**src/pmb_map.vh**
```
`ifndef PMB_MAP_VH
`define PMB_MAP_VH

// Command codes.
`define PMB_CMD_OUTPUT_ON_MARGIN_COMMAND   8'h01
`define PMB_CMD_IOUT        8'h8c
`define PMB_CMD_TEMP        8'h8d
`define PMB_CMD_PROTO_REV   8'h98
`define PMB_CMD_PART_ID     8'had
`define PMB_CMD_PART_REV    8'hae
`define PMB_CMD_SCRATCH     8'hd0
`define PMB_CMD_TRIM        8'hd4
`define PMB_CMD_STEP_UP     8'hd5
`define PMB_CMD_STEP_DOWN   8'hd6
`define PMB_CMD_PCT_LIMITS  8'hd7
`define PMB_CMD_USER_OPT    8'he5
`define PMB_CMD_MISC_OPT    8'hf0

// Reset and restored values.
`define PMB_RST_SCRATCH     16'h0000
`define PMB_RST_TRIM        16'h0000
`define PMB_RST_PCT_LIMITS  8'h00
`define PMB_RST_USER_OPT    16'h0084
`define PMB_RST_MISC_OPT    16'h0013
`define PMB_STEP_UP_CLR     16'h0009
`define PMB_STEP_UP_SET     16'h000f
`define PMB_STEP_DOWN_CLR   16'hfff7
`define PMB_STEP_DOWN_SET   16'hfff1
`define PMB_PROTO_REV_VAL   8'h33
`define PMB_BLOCK_COUNT     8'h02

// Field positions of the on/off/margin command byte.
`define PMB_OP_ON_BIT       7
`define PMB_OP_OFF_BIT      6
`define PMB_OP_MARGIN_HI    5
`define PMB_OP_MARGIN_LO    2

// Command shape codes.
`define PMB_KIND_NONE       2'h0
`define PMB_KIND_BYTE       2'h1
`define PMB_KIND_WORD       2'h2
`define PMB_KIND_BLOCK      2'h3

// Setpoint selection codes.
`define PMB_SEL_NOMINAL     2'h0
`define PMB_SEL_LOW         2'h1
`define PMB_SEL_HIGH        2'h2

// Strap settling count after reset release.
`define PMB_INIT_COUNT      3'h5

`endif

```
**src/pmb_cmd_bank.v**
```verilog
`timescale 1ns/1ps
`default_nettype none
`include "pmb_map.vh"

// Functional notes
// - Part identifier: block read, count two, LSB first.
// - Part revision: read-only block read, count two.
// - Command 8Ch returns measured output current.
// - Command 8Dh returns die temperature.
// - Command 98h reports protocol revision 1.3.
// - Reference trim adds signed offset, default zero.
// - Up step restores by strap: 17.6/29.3 mV.
// - Down step restores fff7h or fff1h by strap.
// - Percent limits register, default 00h.
// - Option registers default 0084h and 0013h.
// - Backed bits save and restore; others volatile.
// - On bit combines with control pin.
// - Margin field bits 5..2 selects setpoint.
// - Mode holds until new write or pin change.
// - Loop slave: on/off command NACKed, fault, alert.
// - Bit7 on, bit6 off, bits1..0 read-only.
// - On bit clear with cmd_gate_on: switching off, drivers low.
// - On bit set: enable only if gated ok.
// - Off bit selects immediate or soft stop.
// - On and off together: invalid data, alert.
// - Margin codes decoded; others invalid data.
module pmb_cmd_bank #(
   parameter [6:0]  DEV_ADDR = 7'h10,
   parameter [15:0] PART_ID  = 16'h1234,  // Arbitrary value.
   parameter [15:0] PART_REV = 16'h0002   // Arbitrary value.
) (
   input  wire        clk,
   input  wire        rst_b,
   input  wire        scl_in,
   input  wire        sda_in,
   output wire        sda_out,
   output wire        sda_oe,
   output wire        alert_out,
   output wire        alert_oe,
   input  wire        enable_control_pin,
   input  wire        high_step_strap_flag,
   input  wire        low_step_strap_flag,
   input  wire [15:0] iout_value,
   input  wire [15:0] temp_value,
   input  wire        vin_above_uvlo,
   input  wire        fault_present,
   input  wire        cmd_gate_on,
   input  wire        pin_gate_on,
   input  wire        loop_slave,
   input  wire        clear_faults,
   input  wire        nvm_store,
   input  wire        nvm_restore,
   output wire        switching_enable,
   output wire        drivers_low,
   output wire        soft_off,
   output wire [1:0]  margin_sel,
   output wire        ovuv_ignore,
   output wire [15:0] error_amp_reference,
   output wire [7:0]  percent_window_limits,
   output wire [15:0] user_options,
   output wire [15:0] misc_options,
   output wire        cml_flag,
   output wire        ivd_flag,
   output wire        ivc_flag
);

   localparam [2:0] S_IDLE = 3'h0;
   localparam [2:0] S_ADDR = 3'h1;
   localparam [2:0] S_AACK = 3'h2;
   localparam [2:0] S_CMD  = 3'h3;
   localparam [2:0] S_DACK = 3'h4;
   localparam [2:0] S_WR   = 3'h5;
   localparam [2:0] S_RD   = 3'h6;
   localparam [2:0] S_RACK = 3'h7;

   // Order in the sync vector: scl, sda, control pin, up strap, down strap.
   reg  [4:0]  sy1_reg;
   reg  [4:0]  sy2_reg;
   reg  [4:0]  sy3_reg;
   reg  [4:0]  cln_reg;
   reg         scl_d_reg;
   reg         sda_d_reg;
   reg  [2:0]  st_reg;
   reg  [3:0]  bit_reg;
   reg  [7:0]  sh_reg;
   reg  [7:0]  cmd_reg;
   reg  [1:0]  idx_reg;
   reg  [7:0]  wlo_reg;
   reg         rd_mode_reg;
   reg         mack_reg;
   reg         sda_oe_reg;
   reg         op_on_reg;
   reg         op_off_reg;
   reg  [3:0]  op_margin_reg;
   reg  [15:0] scratch_reg;
   reg  [15:0] trim_reg;
   reg  [15:0] step_up_reg;
   reg  [15:0] step_dn_reg;
   reg  [7:0]  pct_reg;
   reg  [15:0] uopt_reg;
   reg  [15:0] mopt_reg;
   reg  [15:0] nv_scratch_reg;
   reg  [15:0] nv_trim_reg;
   reg  [7:0]  nv_pct_reg;
   reg  [15:0] nv_uopt_reg;
   reg  [15:0] nv_mopt_reg;
   reg  [2:0]  init_reg;
   reg         cml_reg;
   reg         ivd_reg;
   reg         ivc_reg;
   reg         alert_oe_reg;
   reg         sw_en_reg;
   reg         drv_low_reg;
   reg         soft_off_reg;
   reg  [1:0]  sel_reg;
   reg         ign_reg;
   reg  [15:0] eref_reg;
   reg  [15:0] rd_word;
   reg  [1:0]  kind;
   reg         writable;
   reg  [7:0]  rd_byte;
   reg  [1:0]  sel_next;
   reg  [15:0] eref_next;

   wire scl       = cln_reg[0];
   wire sda       = cln_reg[1];
   wire pin_on    = cln_reg[2];
   wire scl_rise  = scl & ~scl_d_reg;
   wire scl_fall  = ~scl & scl_d_reg;
   wire start_ev  = scl & scl_d_reg & sda_d_reg & ~sda;
   wire stop_ev   = scl & scl_d_reg & ~sda_d_reg & sda;
   wire byte_done = scl_fall & (bit_reg == 4'h8);
   wire [3:0] wr_margin = sh_reg[`PMB_OP_MARGIN_HI:`PMB_OP_MARGIN_LO];
   wire margin_ok = (wr_margin[3:2] == 2'b00) |
                    (wr_margin == 4'b0101) | (wr_margin == 4'b0110) |
                    (wr_margin == 4'b1001) | (wr_margin == 4'b1010);
   wire run = vin_above_uvlo & ~fault_present & (cmd_gate_on | pin_gate_on) &
              (~cmd_gate_on | op_on_reg) & (~pin_gate_on | pin_on);

   assign sda_out               = 1'b0;
   assign sda_oe                = sda_oe_reg;
   assign alert_out             = 1'b0;
   assign alert_oe              = alert_oe_reg;
   assign switching_enable      = sw_en_reg;
   assign drivers_low           = drv_low_reg;
   assign soft_off              = soft_off_reg;
   assign margin_sel            = sel_reg;
   assign ovuv_ignore           = ign_reg;
   assign error_amp_reference   = eref_reg;
   assign percent_window_limits = pct_reg;
   assign user_options          = uopt_reg;
   assign misc_options          = mopt_reg;
   assign cml_flag              = cml_reg;
   assign ivd_flag              = ivd_reg;
   assign ivc_flag              = ivc_reg;

   always @* begin
      rd_word  = 16'h0000;
      kind     = `PMB_KIND_WORD;
      writable = 1'b1;
      case (cmd_reg)
         `PMB_CMD_OUTPUT_ON_MARGIN_COMMAND: begin
            rd_word  = {8'h00, op_on_reg, op_off_reg, op_margin_reg, 2'b00};
            kind     = `PMB_KIND_BYTE;
         end
         `PMB_CMD_IOUT: begin
            rd_word  = iout_value;
            writable = 1'b0;
         end
         `PMB_CMD_TEMP: begin
            rd_word  = temp_value;
            writable = 1'b0;
         end
         `PMB_CMD_PROTO_REV: begin
            rd_word  = {8'h00, `PMB_PROTO_REV_VAL};
            kind     = `PMB_KIND_BYTE;
            writable = 1'b0;
         end
         `PMB_CMD_PART_ID: begin
            rd_word  = PART_ID;
            kind     = `PMB_KIND_BLOCK;
            writable = 1'b0;
         end
         `PMB_CMD_PART_REV: begin
            rd_word  = PART_REV;
            kind     = `PMB_KIND_BLOCK;
            writable = 1'b0;
         end
         `PMB_CMD_SCRATCH:   rd_word = scratch_reg;
         `PMB_CMD_TRIM:      rd_word = trim_reg;
         `PMB_CMD_STEP_UP:   rd_word = step_up_reg;
         `PMB_CMD_STEP_DOWN: rd_word = step_dn_reg;
         `PMB_CMD_PCT_LIMITS: begin
            rd_word  = {8'h00, pct_reg};
            kind     = `PMB_KIND_BYTE;
         end
         `PMB_CMD_USER_OPT:  rd_word = uopt_reg;
         `PMB_CMD_MISC_OPT:  rd_word = mopt_reg;
         default: begin
            kind     = `PMB_KIND_NONE;
            writable = 1'b0;
         end
      endcase
      // Block reads prepend the count; bytes past the end read as all ones until the two-bit index wraps back to the first byte.
      if (kind == `PMB_KIND_BLOCK) begin
         case (idx_reg)
            2'h0:    rd_byte = `PMB_BLOCK_COUNT;
            2'h1:    rd_byte = rd_word[7:0];
            2'h2:    rd_byte = rd_word[15:8];
            default: rd_byte = 8'hff;
         endcase
      end else if (kind == `PMB_KIND_WORD) begin
         rd_byte = (idx_reg == 2'h0) ? rd_word[7:0] : (idx_reg == 2'h1) ? rd_word[15:8] : 8'hff;
      end else begin
         rd_byte = (idx_reg == 2'h0) ? rd_word[7:0] : 8'hff;
      end
   end

   always @* begin
      sel_next = `PMB_SEL_NOMINAL;
      if ((op_margin_reg == 4'b0101) | (op_margin_reg == 4'b0110)) begin
         sel_next = `PMB_SEL_LOW;
      end else if ((op_margin_reg == 4'b1001) | (op_margin_reg == 4'b1010)) begin
         sel_next = `PMB_SEL_HIGH;
      end
      // The down step is stored already negative, so both steps are added.
      case (sel_next)
         `PMB_SEL_LOW:  eref_next = trim_reg + step_dn_reg;
         `PMB_SEL_HIGH: eref_next = trim_reg + step_up_reg;
         default:       eref_next = trim_reg;
      endcase
   end

   always @(posedge clk) begin
      if (!rst_b) begin
         sy1_reg        <= 5'h03;
         sy2_reg        <= 5'h03;
         sy3_reg        <= 5'h03;
         cln_reg        <= 5'h03;
         scl_d_reg      <= 1'b1;
         sda_d_reg      <= 1'b1;
         st_reg         <= S_IDLE;
         bit_reg        <= 4'h0;
         sh_reg         <= 8'h00;
         cmd_reg        <= 8'h00;
         idx_reg        <= 2'h0;
         wlo_reg        <= 8'h00;
         rd_mode_reg    <= 1'b0;
         mack_reg       <= 1'b0;
         sda_oe_reg     <= 1'b0;
         op_on_reg      <= 1'b0;
         op_off_reg     <= 1'b0;
         op_margin_reg  <= 4'h0;
         scratch_reg    <= `PMB_RST_SCRATCH;
         trim_reg       <= `PMB_RST_TRIM;
         step_up_reg    <= `PMB_STEP_UP_CLR;
         step_dn_reg    <= `PMB_STEP_DOWN_CLR;
         pct_reg        <= `PMB_RST_PCT_LIMITS;
         uopt_reg       <= `PMB_RST_USER_OPT;
         mopt_reg       <= `PMB_RST_MISC_OPT;
         nv_scratch_reg <= `PMB_RST_SCRATCH;
         nv_trim_reg    <= `PMB_RST_TRIM;
         nv_pct_reg     <= `PMB_RST_PCT_LIMITS;
         nv_uopt_reg    <= `PMB_RST_USER_OPT;
         nv_mopt_reg    <= `PMB_RST_MISC_OPT;
         init_reg       <= `PMB_INIT_COUNT;
         cml_reg        <= 1'b0;
         ivd_reg        <= 1'b0;
         ivc_reg        <= 1'b0;
         alert_oe_reg   <= 1'b0;
         sw_en_reg      <= 1'b0;
         drv_low_reg    <= 1'b1;
         soft_off_reg   <= 1'b0;
         sel_reg        <= `PMB_SEL_NOMINAL;
         ign_reg        <= 1'b0;
         eref_reg       <= `PMB_RST_TRIM;
      end else begin
         sy1_reg   <= {low_step_strap_flag, high_step_strap_flag, enable_control_pin, sda_in, scl_in};
         sy2_reg   <= sy1_reg;
         sy3_reg   <= sy2_reg;
         cln_reg   <= (sy2_reg & sy3_reg) | (cln_reg & (sy2_reg ^ sy3_reg));
         scl_d_reg <= scl;
         sda_d_reg <= sda;

         // Cleared first, so a same-cycle event still sets its flag.
         if (clear_faults) begin
            cml_reg <= 1'b0;
            ivd_reg <= 1'b0;
            ivc_reg <= 1'b0;
         end
         if (scl_rise & (st_reg != S_RD)) begin
            sh_reg  <= {sh_reg[6:0], sda};
            bit_reg <= bit_reg + 4'h1;
         end

         case (st_reg)
            S_IDLE: begin
               sda_oe_reg <= 1'b0;
            end
            S_ADDR: begin
               if (byte_done) begin
                  if (sh_reg[7:1] == DEV_ADDR) begin
                     sda_oe_reg  <= 1'b1;
                     rd_mode_reg <= sh_reg[0];
                     st_reg      <= S_AACK;
                  end else begin
                     st_reg      <= S_IDLE;
                  end
               end
            end
            S_AACK: begin
               if (scl_fall) begin
                  bit_reg <= 4'h0;
                  if (rd_mode_reg) begin
                     idx_reg    <= 2'h0;
                     sda_oe_reg <= ~rd_byte[7];
                     sh_reg     <= {rd_byte[6:0], 1'b0};
                     bit_reg    <= 4'h1;
                     st_reg     <= S_RD;
                  end else begin
                     sda_oe_reg <= 1'b0;
                     st_reg     <= S_CMD;
                  end
               end
            end
            S_CMD: begin
               if (byte_done) begin
                  cmd_reg <= sh_reg;
                  idx_reg <= 2'h0;
                  // A loop slave must not see the on/off command at all.
                  if ((sh_reg == `PMB_CMD_OUTPUT_ON_MARGIN_COMMAND) & loop_slave) begin
                     ivc_reg <= 1'b1;
                     cml_reg <= 1'b1;
                     st_reg  <= S_IDLE;
                  end else begin
                     sda_oe_reg <= 1'b1;
                     st_reg     <= S_DACK;
                  end
               end
            end
            S_DACK: begin
               if (scl_fall) begin
                  sda_oe_reg <= 1'b0;
                  bit_reg    <= 4'h0;
                  st_reg     <= S_WR;
                  if (kind == `PMB_KIND_NONE) begin
                     ivc_reg <= 1'b1;
                     cml_reg <= 1'b1;
                     st_reg  <= S_IDLE;
                  end
               end
            end
            S_WR: begin
               if (byte_done) begin
                  idx_reg <= idx_reg + 2'h1;
                  if (!writable || (kind == `PMB_KIND_BYTE && idx_reg != 2'h0) ||
                      (kind == `PMB_KIND_WORD && idx_reg > 2'h1)) begin
                     ivc_reg <= 1'b1;
                     cml_reg <= 1'b1;
                     st_reg  <= S_IDLE;
                  end else begin
                     sda_oe_reg <= 1'b1;
                     st_reg     <= S_DACK;
                     if (kind == `PMB_KIND_BYTE) begin
                        if (cmd_reg == `PMB_CMD_PCT_LIMITS) begin
                           pct_reg <= sh_reg;
                        end else if ((sh_reg[`PMB_OP_ON_BIT] & sh_reg[`PMB_OP_OFF_BIT]) | ~margin_ok) begin
                           ivd_reg <= 1'b1;
                           cml_reg <= 1'b1;
                        end else begin
                           op_on_reg     <= sh_reg[`PMB_OP_ON_BIT];
                           op_off_reg    <= sh_reg[`PMB_OP_OFF_BIT];
                           op_margin_reg <= wr_margin;
                        end
                     end else if (idx_reg == 2'h0) begin
                        wlo_reg <= sh_reg;
                     end else begin
                        case (cmd_reg)
                           `PMB_CMD_SCRATCH:   scratch_reg <= {sh_reg, wlo_reg};
                           `PMB_CMD_TRIM:      trim_reg    <= {sh_reg, wlo_reg};
                           `PMB_CMD_STEP_UP:   step_up_reg <= {sh_reg, wlo_reg};
                           `PMB_CMD_STEP_DOWN: step_dn_reg <= {sh_reg, wlo_reg};
                           `PMB_CMD_USER_OPT:  uopt_reg    <= {sh_reg, wlo_reg};
                           default:            mopt_reg    <= {sh_reg, wlo_reg};
                        endcase
                     end
                  end
               end
            end
            S_RD: begin
               if (scl_fall) begin
                  if (bit_reg == 4'h8) begin
                     idx_reg    <= idx_reg + 2'h1;
                     sda_oe_reg <= 1'b0;
                     bit_reg    <= 4'h0;
                     st_reg     <= S_RACK;
                  end else begin
                     sda_oe_reg <= ~sh_reg[7];
                     sh_reg     <= {sh_reg[6:0], 1'b0};
                     bit_reg    <= bit_reg + 4'h1;
                  end
               end
            end
            S_RACK: begin
               if (scl_rise) begin
                  mack_reg <= ~sda;
               end
               if (scl_fall) begin
                  if (mack_reg) begin
                     sda_oe_reg <= ~rd_byte[7];
                     sh_reg     <= {rd_byte[6:0], 1'b0};
                     bit_reg    <= 4'h1;
                     st_reg     <= S_RD;
                  end else begin
                     st_reg     <= S_IDLE;
                  end
               end
            end
            default: st_reg <= S_IDLE;
         endcase

         if (start_ev) begin
            st_reg     <= S_ADDR;
            bit_reg    <= 4'h0;
            sda_oe_reg <= 1'b0;
         end else if (stop_ev) begin
            st_reg     <= S_IDLE;
            sda_oe_reg <= 1'b0;
         end

         // Restore and strap defaults use settled strap inputs only.
         if (init_reg != 3'h0) begin
            init_reg <= init_reg - 3'h1;
         end
         if (nvm_store) begin
            nv_scratch_reg <= scratch_reg;
            nv_trim_reg    <= trim_reg;
            nv_pct_reg     <= pct_reg;
            nv_uopt_reg    <= uopt_reg;
            nv_mopt_reg    <= mopt_reg;
         end
         if (nvm_restore) begin
            scratch_reg <= nv_scratch_reg;
            trim_reg    <= nv_trim_reg;
            pct_reg     <= nv_pct_reg;
            uopt_reg    <= nv_uopt_reg;
            mopt_reg    <= nv_mopt_reg;
         end
         if (nvm_restore | (init_reg == 3'h1)) begin
            step_up_reg <= cln_reg[3] ? `PMB_STEP_UP_SET : `PMB_STEP_UP_CLR;
            step_dn_reg <= cln_reg[4] ? `PMB_STEP_DOWN_SET : `PMB_STEP_DOWN_CLR;
         end

         alert_oe_reg <= cml_reg | ivd_reg | ivc_reg;

         sw_en_reg   <= run;
         drv_low_reg <= ~run;
         if (sw_en_reg & ~run) begin
            soft_off_reg <= op_off_reg;
         end
         sel_reg  <= sel_next;
         ign_reg  <= (op_margin_reg == 4'b0001) | (op_margin_reg == 4'b0101) | (op_margin_reg == 4'b1001);
         eref_reg <= eref_next;
      end
   end

endmodule
`default_nettype wire

```
**config.mk**
```make
export PLATFORM = sky130hd
export DESIGN_NAME = pmb_cmd_bank
export DESIGN_NICKNAME = d
export VERILOG_FILES = /design/src/pmb_cmd_bank.v
export VERILOG_INCLUDE_DIRS = /design/src
export SDC_FILE = /design/constraint.sdc
export NUM_CORES = 1
export LEC_CHECK = 0
export ABC_AREA = 1
export BUFFER_PORTS_ARGS = -buffer_cell sky130_fd_sc_hd__buf_2
export CAP_MARGIN = 25
export CORE_ASPECT_RATIO = 1.5
export CORE_MARGIN = 2
export CORE_UTILIZATION = 54
export DETAILED_ROUTE_END_ITERATION = 16
export PLACE_DENSITY = 0.76
export SYNTH_ARGS = -nofsm -noshare
export SYNTH_HDL_FRONTEND = slang
export SYNTH_SLANG_ARGS = --single-unit
```
**constraint.sdc**
```tcl
create_clock -name clk -period 3.13 [get_ports clk]
set_clock_uncertainty 0.05 [all_clocks]
set_input_delay 0.1565 -clock clk [delete_from_list [all_inputs] [get_ports clk]]
set_output_delay 0.1565 -clock clk [all_outputs]
set_load 0.02 [all_outputs]
```
Yosys cells after proc, flatten, opt, wreduce, memory -nomap -nowiden
Cells that the tools add are included.

storage, ports and cells
  register bits after elaboration = 269
  output and inout port bits = 69
  word-level logic and storage cells = 359
  input bits = 47

cells by class
  equality and inequality tests = 69
  reduce and logical (&&, ||, !) cells = 48
  add/subtract/negate cells = 5
  order comparisons = 1
  multiplexer cells = 143
  bitwise gates (word level) = 51

operators with widths
  cell                                                                   count
  16-bit two-way mux                                                     42
  16-bit case mux with 13 select lines                                   1
  8-bit two-way mux                                                      18
  8-bit equality test, second input constant                             12
  8-bit case mux with 3 select lines                                     2
  3-bit two-way mux                                                      15
  6-bit AND reduction                                                    7
  1-bit two-way mux                                                      41
  16-bit adder                                                           2
  2-bit inequality test, second input constant                           16
  4-bit inequality test, second input constant                           8
  16-bit case mux with 2 select lines                                    1
  4-bit two-way mux                                                      7
  2-bit nonzero test                                                     12
  3-bit case mux with 7 select lines                                     1
  4-bit equality test, second input constant                             5
  2-bit two-way mux                                                      9
  9-bit AND reduction                                                    2
  1-bit bitwise AND                                                      16
  4-bit by 3-bit equality test with 1-bit output, second input constant  4
  8-bit by 1-bit equality test with 1-bit output, second input constant  2
  1-bit inverter                                                         16
  4-bit case mux with 4 select lines                                     1
  8-bit OR reduction                                                     2
  38 further kinds                                                       75

Longest topological paths before layout
  depth in word-level cells = 13
  depth in mapped cells = 22
  depth with buffers taken out = 20

Least setup slack after synthesis
No wires, ideal clock.

  path kind = register to register
  start = register op_margin_reg[0]
  end = register eref_reg[10] (netlist: error_amp_reference[10])
  library setup time = 0.115 ns
  data required time = 2.965 ns
  arrival time = 2.858 ns
  stages on the path, launching flop included = 19
  period minus slack after synthesis = 3.023 ns
  setup slack = 0.107 ns
  path buffers = 2
  cell sequence = dfxtp_1 inv_1 nor2_1 nor2_1 inv_1 nand3_1 clkbuf_1 inv_1 clkbuf_1 o21ai_0 ha_1 fa_1 a21oi_1 o21ai_0 a21oi_1 o21ai_0 xor2_1 o21ai_0 inv_1

between the ends
  cells in the longest elaborated chain, start to end = 6
  elaborated cells on any way between the ends = 11
  those cells by class = 6 x eq/ne; 3 x mux; 2 x bitwise

ends and longest elaborated chain
  element                                                                                line                text
  start, declared                                                                        pmb_cmd_bank.v:94   reg [3:0] op_margin_reg;
  start signal, assigned                                                                 pmb_cmd_bank.v:373  op_margin_reg <= wr_margin;
  4-bit equality test                                                                    pmb_cmd_bank.v:223  end else if ((op_margin_reg == 4'b1001) | (op_margin_reg == 4'b1010)) begin
  1-bit OR                                                                               pmb_cmd_bank.v:223
  2-bit two-way mux                                                                      pmb_cmd_bank.v:223
  2-bit two-way mux *                                                                    pmb_cmd_bank.v:221  if ((op_margin_reg == 4'b0101) | (op_margin_reg == 4'b0110)) begin
  2-bit equality test or 2-bit by 1-bit equality test with 1-bit output (tied branches)  pmb_cmd_bank.v:227  case (sel_next)
  16-bit case mux with 2 select lines *                                                  pmb_cmd_bank.v:227
  end signal, assigned                                                                   pmb_cmd_bank.v:276  eref_reg <= `PMB_RST_TRIM;
  end signal, assigned                                                                   pmb_cmd_bank.v:463  eref_reg <= eref_next;
  end, declared                                                                          pmb_cmd_bank.v:117  reg [15:0] eref_reg;

Every way passes the cells marked *; elsewhere a longest branch is shown, timed or not.
A chain may end at the register's enable or synchronous reset.

Worst setup path in the final report
  start = register op_margin_reg[1]
  end = register eref_reg[9] (netlist: error_amp_reference[9])

Same word-level chain as after synthesis.

==> run metrics <==
highest metal used met4; Worst Hold Path Cells 4; Root Buffer clkbuf_16; diode count 0; required time worst endpoint 3.57 ns; Die Area roughly 27000 µm²; most common library cells after synthesis nand2_1 (528), dfxtp_1 (269), nor2_1 (211); Final Total Pwr 8.02 mW; Synth area leaders dfxtp_1 (39%), nand2_1 (14%), a21oi_1 (6.9%), o21ai_0 (5.9%), nor2_1 (5.8%); top-count cell post-synth nand2_1; Crit path arrival time 3.33 ns; fin util between 60% and 70%; clk slew on worst S/H paths 0.06 ns; Mapped Cells a little over 2k; worst reg2reg startpoint op_margin_reg[1]$_SDFFE_PN0P_; M1 WL 17400 µm; setup TNS 0 ns; startpoint of the worst hold path rst_b; mux cell area share after synthesis 0%; r2r setup slk 0.24 ns; Synth Cell Area roughly 14000 µm²; largest net degree at the start of global routing 170; DRT iter0 DRCs 1235; Layout area overhead 13.9%; FILL cells between 2k and 2.5k; worst vdd ir 440 µV; vias in the first global route 13.6k; ratio of cells with drive above 1 in the final layout 12.5%; Seq cells post-synth around 270; Congestion Overflow GR 0; Initial Util 54.8%; final wirelength 48700 µm; Clock Latency Late Sink 0.55 ns; largest family of logic cells by synthesized area simple AND/OR/NAND/NOR gates; R2R depth 20; Mapped Avg Cell Area 6.68 µm²; Crit path largest cell delay around 0.36 ns; DIE HEIGHT approximately 200 µm; Top delay family on crit path simple AND/OR/NAND/NOR gates; Top Ports 116; outcome completed; max_slew headroom 39.7%; routed wl met2 between 20000 and 25000 µm; maximum clock rate 346 MHz; routability cong. slightly below 1; antenna-violating nets left 0; Final period util between 90 and 100%; Final #Nets ~2.2k; final setup fails 0; Lkg Pwr 7.33 nW; CTS sink count 269; Die X ~130 µm; DRC violations left 0; sequential share of the synthesized area 39.2%; Synth area leader dfxtp_1; Synth Flop Type dfxtp_1; clock tree buffer depth 3; global-route wire length before repair roughly 75000 µm; fin crit period ~2.9 ns; worst hold margin 0.123 ns; Worst Path Buf+Inv 5; Synth Area in Simple Gates 30.4%; fraction of synthesized cell area in xor and xnor cells 0.511%; post-DR wirelength/cell 19.5 µm; Worst Tran Pin Value 0.893 ns; hold endpoint alert_oe$_SDFF_PN0_; FF-to-FF End error_amp_reference[9]$_SDFF_PN0_; Crit Path Class flop to flop; Synth Area in Compound Gates 17.7%; via count 14.4k; RSZ-0062 raised after global routing false; non-filler instance count after layout 2491; count of flip-flops with a built-in enable after synthesis 0; Adder-Cell Fraction of Synth Area ~2.8%; count of different cell masters after synthesis 53; power per cell area 513 nW/µm²; routed wl met3 3790 µm; MaxCap Viol Count 0; CTS buffer count 27; final hold violation count 0; Post-synth ARST share 0%; CTS tree done; via/cell ratio 5.78; # rows 71; DP Wirelength 35300 µm; First-pass DRT Iterations 6; Crit Path Max Fanout 12; Crit-path slowest cell ha_1; register area around 5400 µm²; final slew viol count 0; Core Box Area roughly 25000 µm²; worst path cell trace inv_1, nor2_1, nor2_1, inv_1, nand3_1, buf_4, nand2_1, o21ai_0, ha_1, nand3_1, nand2_1, a21oi_1, o21ai_2, inv_1, nor2_1, nor2_1, or2_2, nand3_1, o211ai_1, inv_1; yosys warns 0; dpl cells 2433; worst min path class input port to flop; CP startpoint kind flop; # port buffers 113; Multi-input gate area 7080 µm²; GRT Total Usage 36.0%; post-synth top area share 39.2%; CTS H-tree lvls 1; crit path capture type flop; antenna violations before repair 0
## placed cells by master (no fill, tap or decap), types with 39 or more instances in the layout
cell type / synthesis / layout
dfxtp_1: 269 / 269
o21ai_0: 161 / 157
nand2_1: 528 / 528
buf_2: 10 / 111
a21oi_1: 189 / 187
o211ai_1: 40 / 40
nand3_1: 149 / 149
inv_1: 208 / 207
buf_4: 6 / 39
nor2_1: 211 / 210
## where the power goes
part / switching [mW] / total [mW] / internal (mW)
registers: 0.103 / 3.67 / 3.56
clock network: 1.43 / 3.43 / 2.00
logic: 0.623 / 0.927 / 0.304
total: 2.15 / 8.02 / 5.87
## layout make-up
class                           count  share of cell area, %
Tap cell                          328                   2.62
Sequential cell                   269                   34.4
Clock buffer                       37                   5.01
Timing Repair Buffer              162                   6.39
Inverter                          221                   5.32
Multi-Input combinational cell   1462                   45.3
Clock inverter                     12                  0.952
## how the worst max path moves through the flow
stage / from / end / slack [ns] / cells past startpoint
2_1_floorplan: op_margin_reg[0]$_SDFFE_PN0P_ / error_amp_reference[10]$_SDFF_PN0_ / 0.11 / 18
3_3_place_gp: op_margin_reg[0]$_SDFFE_PN0P_ / error_amp_reference[9]$_SDFF_PN0_ / 0.17 / 20
3_5_place_dp: op_margin_reg[0]$_SDFFE_PN0P_ / error_amp_reference[9]$_SDFF_PN0_ / 0.09 / 20
4_1_cts: op_margin_reg[0]$_SDFFE_PN0P_ / error_amp_reference[9]$_SDFF_PN0_ / 0.07 / 20
5_1_grt: op_margin_reg[0]$_SDFFE_PN0P_ / error_amp_reference[9]$_SDFF_PN0_ / 0.003 / 20
6_report: op_margin_reg[1]$_SDFFE_PN0P_ / error_amp_reference[9]$_SDFF_PN0_ / 0.24 / 20
## tightest hold or removal path, delay by kind of cell
| family | cells | cell delay (ns) |
|---|---|---|
| buffers and inverters | 3 | 0.36 |
| AO/OA/AOI/OAI | 1 | 0.14 |
## per-stage QoR
stage	setup slack [ns]	cell area [µm²]
2_1_floorplan	0.107	13700
3_3_place_gp	0.174	14600
3_5_place_dp	0.0927	14600
4_1_cts	0.0705	15600
5_1_grt	0.00265	15600
6_report	0.239	15600
## repair_timing
action | CTS | global route
endpoints found under the setup margin | 0 | 9
hold buffers | 9 | 0
setup buffers | 0 | 0
endpoints found under the hold margin | 20 | 0
gates resized for setup | 0 | 9
## layer usage
layer | up-vias | track usage, %
met4 | 0 | 26.5
met3 | 213 | 5.56
met1 | 6588 | 40.4
met2 | 740 | 61.6
met5 | - | 0
li1 | 6868 | -
## cells by family after synthesis
group           count (synthesis)
other cells                     1
compound gates                438
simple gates                  984
fa+ha+maj                      30
xor+xnor                        8
buf+inv                       324
flops                         269
Power figures use the tool's default switching activity.
